==> src/rtr_pkg.sv <==
// Constants, field layouts and types shared by the rail trim register slice
package rtr_pkg;

    // ========================================================================
    // Register offsets
    localparam logic [7:0] REG_NEG_ADJUST   = 8'h03;
    localparam logic [7:0] REG_BIAS_CODE    = 8'h04;
    localparam logic [7:0] REG_IRQ_ENABLE   = 8'h05;
    localparam logic [7:0] REG_IRQ_FLAGS    = 8'h07;

    // ========================================================================
    // Field positions
    localparam int SRC_SEL_BIT      = 7;
    localparam int GATE_TRIM_MSB    = 6;
    localparam int GATE_TRIM_LSB    = 4;
    localparam int NEG_LEVEL_MSB    = 2;
    localparam int NEG_LEVEL_LSB    = 0;
    localparam int OVERTEMP_BIT     = 6;
    localparam int EARLY_WARN_BIT   = 5;
    localparam int THERM_HOT_BIT    = 4;
    localparam int THERM_COOL_BIT   = 3;
    localparam int UNDERVOLT_BIT    = 2;

    // ========================================================================
    // Reset values, masks and codes
    localparam logic [2:0] GATE_TRIM_RESET  = 3'h2;
    localparam logic [2:0] GATE_TRIM_MAX    = 3'h4;
    localparam logic [2:0] NEG_LEVEL_RESET  = 3'h3;
    localparam logic [2:0] NEG_LEVEL_RSVD   = 3'h7;
    localparam logic [7:0] BIAS_CODE_RESET  = 8'h74;
    localparam logic [7:0] IRQ_ENABLE_RESET = 8'h74;
    localparam logic [7:0] IRQ_FIELD_MASK   = 8'h7C;
    localparam logic [7:0] NEG_ADJUST_MASK  = 8'hF7;

    // ========================================================================
    // Analog scale, for reference by the analog model and software
    localparam int BIAS_FULL_SCALE_MV = 2750;
    localparam int BIAS_STEP_MV       = 11;
    localparam int NEG_LEVEL_BASE_MV  = -15750;
    localparam int NEG_LEVEL_STEP_MV  = 250;

    // ========================================================================
    // Serial interface
    localparam logic [3:0] BYTE_BITS = 4'h8;

    typedef enum logic [2:0] {
        ST_IDLE = 3'b000,
        ST_RECV = 3'b001,
        ST_ACK  = 3'b010,
        ST_SEND = 3'b011,
        ST_MACK = 3'b100
    } rtr_state_type;

    typedef enum logic [1:0] {
        PH_ADDR = 2'b00,
        PH_PTR  = 2'b01,
        PH_DATA = 2'b10
    } rtr_phase_type;

endpackage

==> src/rtr_pin_sampler.sv <==
// Registered sample of one serial pin with rise and fall detection
`timescale 1ns/1ps
module rtr_pin_sampler (
    input  wire logic clk_i,
    input  wire logic reset_i,
    input  wire logic pin_i,
    output logic      level_o,
    output logic      rise_o,
    output logic      fall_o
);
    logic level;
    logic prev;

    // Idle bus level is high
    always_ff @(posedge clk_i) begin
        if (reset_i) begin
            level <= 1'b1;
            prev  <= 1'b1;
        end else begin
            level <= pin_i;
            prev  <= level;
        end
    end

    assign level_o = level;
    assign rise_o  = level & ~prev;
    assign fall_o  = ~level & prev;
endmodule // rtr_pin_sampler

==> src/rtr_rail_trim_regs.sv <==
// Rail trim, bias code and thermal interrupt enable registers on I2C
`timescale 1ns/1ps
module rtr_rail_trim_regs
    import rtr_pkg::*;
#(
    parameter logic [6:0] DEV_ADDR       = 7'h20,
    parameter logic       BIAS_SRC_RESET = 1'b1
) (
    input  wire logic       clk_i,
    input  wire logic       reset_i,
    input  wire logic       scl_i,
    input  wire logic       sda_i,
    output logic            sda_o,
    output logic            sda_oe_o,
    input  wire logic [7:0] ext_bias_code_i,
    input  wire logic       overtemp_stop_evt_i,
    input  wire logic       early_warn_evt_i,
    input  wire logic       therm_hot_evt_i,
    input  wire logic       therm_cool_evt_i,
    input  wire logic       input_undervolt_evt_i,
    output logic            bias_source_select_o,
    output logic [2:0]      gate_neg_trim_o,
    output logic [2:0]      source_neg_level_o,
    output logic [2:0]      source_pos_level_o,
    output logic [7:0]      backplane_bias_code_o,
    output logic            overtemp_stop_irq_en_o,
    output logic            early_warn_irq_en_o,
    output logic            therm_hot_irq_en_o,
    output logic            therm_cool_irq_en_o,
    output logic            input_undervolt_irq_en_o,
    output logic [7:0]      thermal_irq_flags_o
);
    // ========================================================================
    // Pin sampling
    logic scl_lvl, scl_rise, scl_fall;
    logic sda_lvl, sda_rise, sda_fall;
    logic start_seen, stop_seen;

    rtr_pin_sampler u_scl (
        .clk_i   (clk_i),
        .reset_i (reset_i),
        .pin_i   (scl_i),
        .level_o (scl_lvl),
        .rise_o  (scl_rise),
        .fall_o  (scl_fall)
    );

    rtr_pin_sampler u_sda (
        .clk_i   (clk_i),
        .reset_i (reset_i),
        .pin_i   (sda_i),
        .level_o (sda_lvl),
        .rise_o  (sda_rise),
        .fall_o  (sda_fall)
    );

    assign start_seen = scl_lvl & sda_fall & ~scl_fall;
    assign stop_seen  = scl_lvl & sda_rise & ~scl_rise;

    // ========================================================================
    // State
    rtr_state_type state, next_state;
    rtr_phase_type phase, next_phase;
    logic [3:0] bit_cnt, next_bit_cnt;
    logic [7:0] shift, next_shift;
    logic [7:0] ptr, next_ptr;
    logic       rw, next_rw;
    logic       nack, next_nack;
    logic       sda_oe, next_sda_oe;
    logic [7:0] neg_adjust, next_neg_adjust;
    logic [7:0] bias_code, next_bias_code;
    logic [7:0] irq_enable, next_irq_enable;
    logic [7:0] flags, next_flags;
    logic [2:0] pos_level, next_pos_level;
    logic [7:0] bias_out, next_bias_out;
    logic [7:0] rd_data;
    logic [7:0] event_vec;
    logic       wr_en;
    logic       load_tx;
    logic       clear_flags;

    assign event_vec = {1'b0, overtemp_stop_evt_i, early_warn_evt_i,
                        therm_hot_evt_i, therm_cool_evt_i,
                        input_undervolt_evt_i, 2'b00};

    // ========================================================================
    // Read mux; unmapped offsets read zero
    always_comb begin
        case (ptr)
            REG_NEG_ADJUST: rd_data = neg_adjust & NEG_ADJUST_MASK;
            REG_BIAS_CODE:  rd_data = bias_code;
            REG_IRQ_ENABLE: rd_data = irq_enable & IRQ_FIELD_MASK;
            REG_IRQ_FLAGS:  rd_data = flags & IRQ_FIELD_MASK;
            default:        rd_data = 8'h00;
        endcase
    end

    // ========================================================================
    // Next-state logic
    always_comb begin
        next_state      = state;
        next_phase      = phase;
        next_bit_cnt    = bit_cnt;
        next_shift      = shift;
        next_ptr        = ptr;
        next_rw         = rw;
        next_nack       = nack;
        next_sda_oe     = sda_oe;
        next_neg_adjust = neg_adjust;
        next_bias_code  = bias_code;
        next_irq_enable = irq_enable;
        wr_en           = 1'b0;
        load_tx         = 1'b0;
        clear_flags     = 1'b0;

        if (stop_seen) begin
            next_state  = ST_IDLE;
            next_sda_oe = 1'b0;
        end else if (start_seen) begin
            // Repeated start keeps the pointer for write-then-read
            next_state   = ST_RECV;
            next_phase   = PH_ADDR;
            next_bit_cnt = 4'h0;
            next_sda_oe  = 1'b0;
        end else begin
            case (state)
                ST_IDLE: begin
                    next_sda_oe = 1'b0;
                end
                ST_RECV: begin
                    if (scl_rise) begin
                        next_shift   = {shift[6:0], sda_lvl};
                        next_bit_cnt = bit_cnt + 4'h1;
                    end else if (scl_fall && bit_cnt == BYTE_BITS) begin
                        next_bit_cnt = 4'h0;
                        next_state   = ST_ACK;
                        next_sda_oe  = 1'b1;
                        case (phase)
                            PH_ADDR: begin
                                next_rw    = shift[0];
                                next_phase = PH_PTR;
                                if (shift[7:1] != DEV_ADDR) begin
                                    next_state  = ST_IDLE;
                                    next_sda_oe = 1'b0;
                                end
                            end
                            PH_PTR: begin
                                next_ptr   = shift;
                                next_phase = PH_DATA;
                            end
                            default: begin
                                wr_en    = 1'b1;
                                next_ptr = ptr + 8'h01;
                            end
                        endcase
                    end
                end
                ST_ACK: begin
                    if (scl_fall) begin
                        next_sda_oe = 1'b0;
                        if (rw) begin
                            load_tx = 1'b1;
                        end else begin
                            next_state = ST_RECV;
                        end
                    end
                end
                ST_SEND: begin
                    if (scl_fall) begin
                        if (bit_cnt == BYTE_BITS) begin
                            next_sda_oe  = 1'b0;
                            next_bit_cnt = 4'h0;
                            next_state   = ST_MACK;
                        end else begin
                            next_sda_oe  = ~shift[7];
                            next_shift   = {shift[6:0], 1'b0};
                            next_bit_cnt = bit_cnt + 4'h1;
                        end
                    end
                end
                ST_MACK: begin
                    if (scl_rise) begin
                        next_nack = sda_lvl;
                    end else if (scl_fall) begin
                        if (nack) begin
                            next_state = ST_IDLE;
                        end else begin
                            load_tx = 1'b1;
                        end
                    end
                end
                default: begin
                    next_state  = ST_IDLE;
                    next_sda_oe = 1'b0;
                end
            endcase
        end

        // Byte out: first bit driven at once, pointer advances
        if (load_tx) begin
            next_state   = ST_SEND;
            next_sda_oe  = ~rd_data[7];
            next_shift   = {rd_data[6:0], 1'b0};
            next_bit_cnt = 4'h1;
            next_ptr     = ptr + 8'h01;
            clear_flags  = (ptr == REG_IRQ_FLAGS);
        end

        // Register writes
        if (wr_en) begin
            case (ptr)
                REG_NEG_ADJUST: begin
                    next_neg_adjust[SRC_SEL_BIT] = shift[SRC_SEL_BIT];
                    // Reserved trim codes are refused, field holds
                    if (shift[GATE_TRIM_MSB:GATE_TRIM_LSB] <= GATE_TRIM_MAX)
                        next_neg_adjust[GATE_TRIM_MSB:GATE_TRIM_LSB] =
                            shift[GATE_TRIM_MSB:GATE_TRIM_LSB];
                    if (shift[NEG_LEVEL_MSB:NEG_LEVEL_LSB] != NEG_LEVEL_RSVD)
                        next_neg_adjust[NEG_LEVEL_MSB:NEG_LEVEL_LSB] =
                            shift[NEG_LEVEL_MSB:NEG_LEVEL_LSB];
                end
                REG_BIAS_CODE: begin
                    next_bias_code = shift;
                end
                REG_IRQ_ENABLE: begin
                    next_irq_enable = shift & IRQ_FIELD_MASK;
                end
                default: begin
                    next_bias_code = bias_code;
                end
            endcase
        end

        // Enabled events set flags; a set in the clearing cycle wins
        next_flags = (clear_flags ? 8'h00 : flags)
                   | (event_vec & irq_enable & IRQ_FIELD_MASK);

        next_pos_level = neg_adjust[NEG_LEVEL_MSB:NEG_LEVEL_LSB];
        next_bias_out  = neg_adjust[SRC_SEL_BIT] ? bias_code
                                                 : ext_bias_code_i;
    end

    // ========================================================================
    // Registers
    always_ff @(posedge clk_i) begin
        if (reset_i) begin
            state      <= ST_IDLE;
            phase      <= PH_ADDR;
            bit_cnt    <= 4'h0;
            shift      <= 8'h00;
            ptr        <= 8'h00;
            rw         <= 1'b0;
            nack       <= 1'b0;
            sda_oe     <= 1'b0;
            neg_adjust <= {BIAS_SRC_RESET, GATE_TRIM_RESET, 1'b0,
                           NEG_LEVEL_RESET};
            bias_code  <= BIAS_CODE_RESET;
            irq_enable <= IRQ_ENABLE_RESET;
            flags      <= 8'h00;
            pos_level  <= NEG_LEVEL_RESET;
            bias_out   <= 8'h00;
        end else begin
            state      <= next_state;
            phase      <= next_phase;
            bit_cnt    <= next_bit_cnt;
            shift      <= next_shift;
            ptr        <= next_ptr;
            rw         <= next_rw;
            nack       <= next_nack;
            sda_oe     <= next_sda_oe;
            neg_adjust <= next_neg_adjust;
            bias_code  <= next_bias_code;
            irq_enable <= next_irq_enable;
            flags      <= next_flags;
            pos_level  <= next_pos_level;
            bias_out   <= next_bias_out;
        end
    end

    // Open drain: the data value is always low, only the enable moves
    always_ff @(posedge clk_i) begin
        sda_o <= 1'b0;
    end

    assign sda_oe_o                 = sda_oe;
    assign bias_source_select_o     = neg_adjust[SRC_SEL_BIT];
    assign gate_neg_trim_o          = neg_adjust[GATE_TRIM_MSB:GATE_TRIM_LSB];
    assign source_neg_level_o       = neg_adjust[NEG_LEVEL_MSB:NEG_LEVEL_LSB];
    assign source_pos_level_o       = pos_level;
    assign backplane_bias_code_o    = bias_out;
    assign overtemp_stop_irq_en_o   = irq_enable[OVERTEMP_BIT];
    assign early_warn_irq_en_o      = irq_enable[EARLY_WARN_BIT];
    assign therm_hot_irq_en_o       = irq_enable[THERM_HOT_BIT];
    assign therm_cool_irq_en_o      = irq_enable[THERM_COOL_BIT];
    assign input_undervolt_irq_en_o = irq_enable[UNDERVOLT_BIT];
    assign thermal_irq_flags_o      = flags;
endmodule // rtr_rail_trim_regs

==> config.mk <==
export PLATFORM = sky130hd
export DESIGN_NAME = rtr_rail_trim_regs
export DESIGN_NICKNAME = d
export VERILOG_FILES = /design/src/rtr_pkg.sv /design/src/rtr_pin_sampler.sv /design/src/rtr_rail_trim_regs.sv
export SDC_FILE = /design/constraint.sdc
export NUM_CORES = 1
export LEC_CHECK = 0
export BUFFER_PORTS_ARGS = -buffer_cell sky130_fd_sc_hd__buf_2
export CORE_MARGIN = 2
export CORE_UTILIZATION = 57
export CTS_CLUSTER_DIAMETER = 40
export CTS_CLUSTER_SIZE = 16
export DETAILED_ROUTE_END_ITERATION = 8
export GPL_ROUTABILITY_DRIVEN = 0
export PLACE_DENSITY = 0.8
export SLEW_MARGIN = 40
export SYNTH_ARGS = -nofsm -noshare
export SYNTH_HDL_FRONTEND = slang
export SYNTH_SLANG_ARGS = --single-unit
==> constraint.sdc <==
create_clock -name clk_i -period 2.2 [get_ports clk_i]
set_input_delay 0.55 -clock clk_i [delete_from_list [all_inputs] [get_ports clk_i]]
set_output_delay 0.55 -clock clk_i [all_outputs]
set_load 0.03 [all_outputs]
==> flow_metrics.tcl, run 1 <==
set metrics [dict create \
    hold_slack_ns 0.379 \
    final_layout_size_suffix_gt1_frac 0.230 \
    startpoint "bit_cnt[0]" \
    cts_buffers 9 \
    fin_worst_skew_ns 0.00818 \
    clock_sinks 68 \
    grt_first_pass_wirelength_um 14000 \
    final_cell_mix "dfxtp_1 (67), nor2_1 (61), buf_2 (45)" \
    startpoint_type "register" \
    setup_violations 0 \
    synth_edf_count 0 \
    cts_resized 0 \
    root_buffer "clkbuf_8" \
    path_class "reg -> reg" \
    drc 0 \
    synth_fa_ha_area_frac 0.0181 \
    clkLatencyLatePin_ns 0.35 \
    grt_util_all_layers 0.277 \
    ys_ff_latch 68 \
    cts.path.max_buffers 2 \
    io_buffers 45 \
    tightest_slew_ns 0.719 \
    syn-cell-area_mm2 0.00346 \
    ys.flop_type "dfxtp_1" \
    clkSlewWorstSetupHoldPaths_ns 0.07 \
    outcome "finished, final reports clean" \
    num_rows 28 \
    worstPathArrival_ns 2.33 \
    p_per_area_mw_per_mm2 586 \
    initial_utilization 0.588 \
    finalHoldViolCount 0 \
    grt_pass1_vias 2900 \
    synthArstFlopShare 0 \
    ir_drop_mv 0.401 \
    ys_seq_area_frac 0.394 \
    die_w_um 81.9 \
    synthXorXnorAreaFrac 0.00507 \
    cts_tree "yes" \
    worstSetupEndpointType "register" \
    via_per_inst 6.07 \
    mostFrequentLayoutCell "dfxtp_1" \
    grt_antenna_before_repair 0 \
    grt_max_degree 29 \
    dieArea_mm2 0.00671 \
    core_area_mm2 0.00589 \
    min_path_type "in -> reg" \
    min_period_ns 2.09 \
    cts_setup_buffers 0 \
    postSynthAreaPerCell_um2 8.58 \
    vias 3206 \
    dieHeight_um 81.9 \
    wl_per_cell_um 16.6 \
    syn_inst 403 \
    antenna_cells 0 \
    drt-total-wl_um 8740 \
    required_ns 2.45 \
    synth_compound_area_frac 0.210 \
    grt-ovfl-total 0 \
    slew_headroom 0.518 \
    finalMaxSlewViolations 0 \
    nNetsFinal 470 \
    power.leakage_nw 1.57 \
    maxCapViolations 0 \
    ctsHoldBuffers 0 \
    yosysWarnings 0 \
    ys_types 62 \
    r2r-start "bit_cnt[0]" \
    totalPowerFinal_mw 2.31 \
    synth-simple-area-share 0.236 \
    yosys-mux-area-fraction 0.0767 \
    ios 50 \
    dr.pass1.iters 5 \
    dp_hpwl_um 6250 \
    clock.fmax_mhz 479 \
    min_from "sda_i" \
    grt_setup_unrepaired "true" \
    syn_to_final_growth_pct 14.2 \
    ant_nets 0 \
    h-tree-depth 3 \
    fin_util 0.671 \
    synth_top_family_by_area "simple AND/OR/NAND/NOR gates" \
    timing.final.crit_share 0.949 \
    cp_max_fo 5 \
    dr.first_iter.drc_count 398 \
]
## stage by stage
| step | worst slack [ns] | setup TNS (ns) | cells | instance area (um2) |
|---|---|---|---|---|
| 2_1_floorplan | 0.334 | 0 | 406 | 3470 |
| 3_3_place_gp | 0.201 | 0 | 512 | 3760 |
| 3_5_place_dp | 0.106 | 0 | 512 | 3760 |
| 4_1_cts | 0.106 | 0 | 528 | 3940 |
| 5_1_grt | -0.0851 | -0.110 | 528 | 3950 |
| 6_report | 0.113 | 0 | 528 | 3950 |
## kinds of logic (layout without fill, tap and decap cells)
kind of cell / count (synthesis) / count (layout)
AO/OA/AOI/OAI: 98 / 98
XOR/XNOR: 2 / 2
adder cells (fa/ha/maj): 5 / 5
buffers and inverters: 45 / 92
flip-flops: 68 / 68
multiplexers: 26 / 26
other: 1 / 4
AND/OR/NAND/NOR: 158 / 158
## where the power goes
part           internal, mW  switching (mW)  leakage (nW)  total [mW]
Sequential             1.24          0.0113         0.553        1.26
Clock                 0.437           0.490        0.0885       0.927
Combinational        0.0450          0.0864         0.925       0.131
Total                  1.73           0.588          1.57        2.31
## flip-flops by register name (all words and copies together) (netlist names), 4 cells and up
signal and flops:
neg_adjust 7, thermal_irq_flags_o 5, backplane_bias_code_o 8, irq_enable 5, bit_cnt 4, shift 8, ptr 8, bias_code 8
## cells in the mapped netlist, types with 6 or more instances
library cell	n	area (um2)
dfxtp_1	68	1360
nor2_1	61	229
a21oi_1	25	125
mux2i_1	22	220
nand2_1	20	75.1
clkbuf_1	18	67.6
inv_1	15	56.3
nor3_1	14	70.1
nand3_1	10	50.1
a211o_1	8	70.1
or2_2	8	50.1
a211oi_1	7	52.6
nand2b_1	7	43.8
nor2b_1	7	43.8
o21ai_0	7	35.0
a22oi_1	6	45.0
nand3b_1	6	45.0
o32ai_1	6	52.6
## final timing paths
kind | end | slack, ns | depth (start not counted)
setup / recovery | neg_adjust[5] | 0.11 | 8
hold / removal | u_sda.level_o | 0.38 | 2
setup reg to reg | neg_adjust[5] | 0.11 | 8
hold reg to reg | ptr[7] | 0.51 | 2
## worst max-delay path: stages, from the launching register on
cell      delay (ns)
dfxtp_1         0.36
inv_1           0.08
ha_1            0.16
nand3b_1        0.16
buf_4           0.20
nor3_1          0.32
nand4_1         0.31
a211oi_1        0.31
o21bai_1        0.08
## final cells by class
cell class / instances / area (um2)
Fill cell: 485 / 1940
Multi-Input combinational cell: 293 / 1910
Sequential cell: 68 / 1360
Timing Repair Buffer: 61 / 345
Clock buffer: 10 / 138
Tap cell: 75 / 93.8
Inverter: 15 / 56.3
Clock inverter: 6 / 38.8
## per-layer routing
| metal | GRT usage | wire, um |
|---|---|---|
| met5 | 0 | 0 |
| met4 | 0.138 | 223 |
| met1 | 0.359 | 3830 |
| met3 | 0.0626 | 622 |
| met2 | 0.433 | 4060 |
Power figures use the tool's default switching activity.
==> run 2: changes to the inputs <==
--- a/config.mk
+++ b/config.mk
@@ -5,6 +5,7 @@
 export SDC_FILE = /design/constraint.sdc
 export NUM_CORES = 1
 export LEC_CHECK = 0
+export ABC_AREA = 1
 export BUFFER_PORTS_ARGS = -buffer_cell sky130_fd_sc_hd__buf_2
 export CORE_MARGIN = 2
 export CORE_UTILIZATION = 57
@@ -12,7 +13,7 @@
 export CTS_CLUSTER_SIZE = 16
 export DETAILED_ROUTE_END_ITERATION = 8
 export GPL_ROUTABILITY_DRIVEN = 0
-export PLACE_DENSITY = 0.8
+export PLACE_DENSITY = 0.79
 export SLEW_MARGIN = 40
 export SYNTH_ARGS = -nofsm -noshare
 export SYNTH_HDL_FRONTEND = slang
==> run 2 against run 1 <==
  * Synthesized area increased by 1.3%
  * Combinational power increased to 5.9 times the previous value
  * Via count increased by 11%
  * Critical path depth increased by 3
  * Die area increased by 1.3%
  * Sequential power increased by 13%
  * Setup slack improved by 0.24 ns
  * Clock skew increased by 0.0023 ns
==> flow_metrics.tcl, run 2 <==
set metrics [dict create \
    outcome "finished, final reports clean" \
    dr.pass1.iters 5 \
    hold_slack_ns 0.383 \
    root_buffer "clkbuf_8" \
    drc 0 \
    cts_buffers 9 \
    cts_tree "yes" \
    place_ws_ns 0.364 \
    synth_largest_area_cell "dfxtp_1" \
    clkSlewWorstSetupHoldPaths_ns 0.07 \
    worstPathArrival_ns 2.09 \
    finalHoldViolCount 0 \
    nNetsFinal 608 \
    grt_first_pass_wirelength_um 13700 \
    power_frac_seq 0.432 \
    grt_pass1_vias 3087 \
    grt_setup_unrepaired "false" \
    combPwrFrac 0.235 \
    ctsHoldBuffers 0 \
    instances_no_fill 664 \
    ys_ff_latch 68 \
    synthTopCellsByCount "nand2_1 (156), nor2_1 (79), dfxtp_1 (68)" \
    fin_ws_ns 0.350 \
    ir_drop_mv 0.616 \
    startpoint "bit_cnt[0]" \
    min_period_ns 1.85 \
    ant_nets 0 \
    initial_utilization 0.592 \
    via_per_inst 5.34 \
    dieArea_mm2 0.00679 \
    wl_per_cell_um 13.0 \
    yosysWarnings 0 \
    syn-cell-area_mm2 0.00350 \
    ios 50 \
    dpl.cell_count 650 \
    fin_worst_skew_ns 0.0105 \
    min_from "sda_i" \
    die_w_um 82.4 \
    sw_frac_of_total 0.334 \
    placed_cell_area_mm2 0.00378 \
    ys.flop_type "dfxtp_1" \
    p_per_area_mw_per_mm2 829 \
    core_area_mm2 0.00592 \
    mostFrequentLayoutCell "nand2_1" \
    dieHeight_um 82.4 \
    totalPowerFinal_mw 3.30 \
    num_rows 28 \
    min_path_type "in -> reg" \
    cts_setup_buffers 0 \
    synthTopCellsByArea "dfxtp_1 (39%), nand2_1 (17%), nor2_1 (8.5%), inv_1 (5.8%), nand3_1 (5.3%)" \
    clock.fmax_mhz 541 \
    final_cell_area_mm2 0.00398 \
    drt-total-wl_um 8640 \
    power.leakage_nw 1.89 \
    antenna_cells 0 \
    fin_setup_tns_ns 0 \
    ys_types 32 \
    clockPowerShare 0.333 \
    setup_violations 0 \
    dp_hpwl_um 6340 \
    grt_antenna_before_repair 0 \
    r2r-start "bit_cnt[0]" \
    finalMaxSlewViolations 0 \
    h-tree-depth 3 \
    clkLatencyLatePin_ns 0.35 \
    grt-ovfl-total 0 \
    worstSetupEndpointType "register" \
    postSynthAreaPerCell_um2 6.51 \
    maxCapViolations 0 \
    cts_resized 0 \
    synth_top_cell_area_share 0.388 \
    ys_seq_area_frac 0.388 \
    grt_max_degree 18 \
    cp_max_fo 14 \
    startpoint_type "register" \
    required_ns 2.44 \
    timing.final.crit_share 0.841 \
    synthArstFlopShare 0 \
    final_cell_mix "nand2_1 (156), nor2_1 (79), dfxtp_1 (68)" \
    cts.path.max_buffers 2 \
    syn_to_final_growth_pct 13.6 \
    dr.first_iter.drc_count 260 \
    io_buffers 45 \
    p_int_mw 2.20 \
    netSwitchingPower_mw 1.10 \
    synth_edf_count 0 \
    grt_util_all_layers 0.266 \
    fin_util 0.672 \
    path_class "reg -> reg" \
    clock_sinks 68 \
    syn_inst 538 \
    vias 3549 \
    synth_most_common_cell "nand2_1" \
    final_layout_size_suffix_gt1_frac 0.154 \
]
[run 2: final cells by class]
type,instances,area [um2]
sequential,68,1360
clock buffer,10,128
fill,531,1940
inverter,62,233
clock inverter,4,76.3
timing repair buffer,49,255
tap,75,93.8
multi-input combinational,396,1830
[run 2: cell families (layout without fill, tap and decap cells)]
kind of cell,count (synthesis),in the layout,synth area share
XOR/XNOR,1,1,0.00250
buffers and inverters,77,125,0.0914
AND/OR/NAND/NOR,307,307,0.376
flip-flops,68,68,0.388
AO/OA/AOI/OAI,79,79,0.123
other,1,4,0.00107
adder cells (fa/ha/maj),5,5,0.0179
[run 2: worst paths after layout]
check / cells past startpoint / slack [ns] / to
hold / removal: 2 / 0.38 / u_sda.level_o
hold reg to reg: 2 / 0.48 / neg_adjust[6]
setup / recovery: 11 / 0.35 / ptr[0]
setup reg to reg: 11 / 0.35 / ptr[0]
[run 2: power groups by stage]
stage	clock (mW)	sequential (mW)	combinational, mW
floorplan	0	1.45	0.588
global placement	0	1.45	0.741
detailed placement	0	1.45	0.754
CTS	1.11	1.42	0.761
global route	1.16	1.44	0.885
finish	1.10	1.43	0.775
[run 2: routing by layer]
| layer | track usage | wire [um] | part of all wire |
|---|---|---|---|
| met4 | 0.130 | 222 | 0.026 |
| met2 | 0.452 | 4150 | 0.48 |
| met5 | 0 | 0 | 0 |
| met3 | 0.0380 | 525 | 0.061 |
| met1 | 0.329 | 3740 | 0.43 |
[run 2: critical path: stages, from the launching register on]
cell	delay, ns
dfxtp_1	0.34
inv_1	0.08
ha_1	0.17
nand2_1	0.06
nor2_1	0.18
nand2_2	0.11
nor2_2	0.15
nand3_1	0.13
nand2_2	0.24
inv_1	0.11
a21oi_1	0.13
nor2_1	0.05
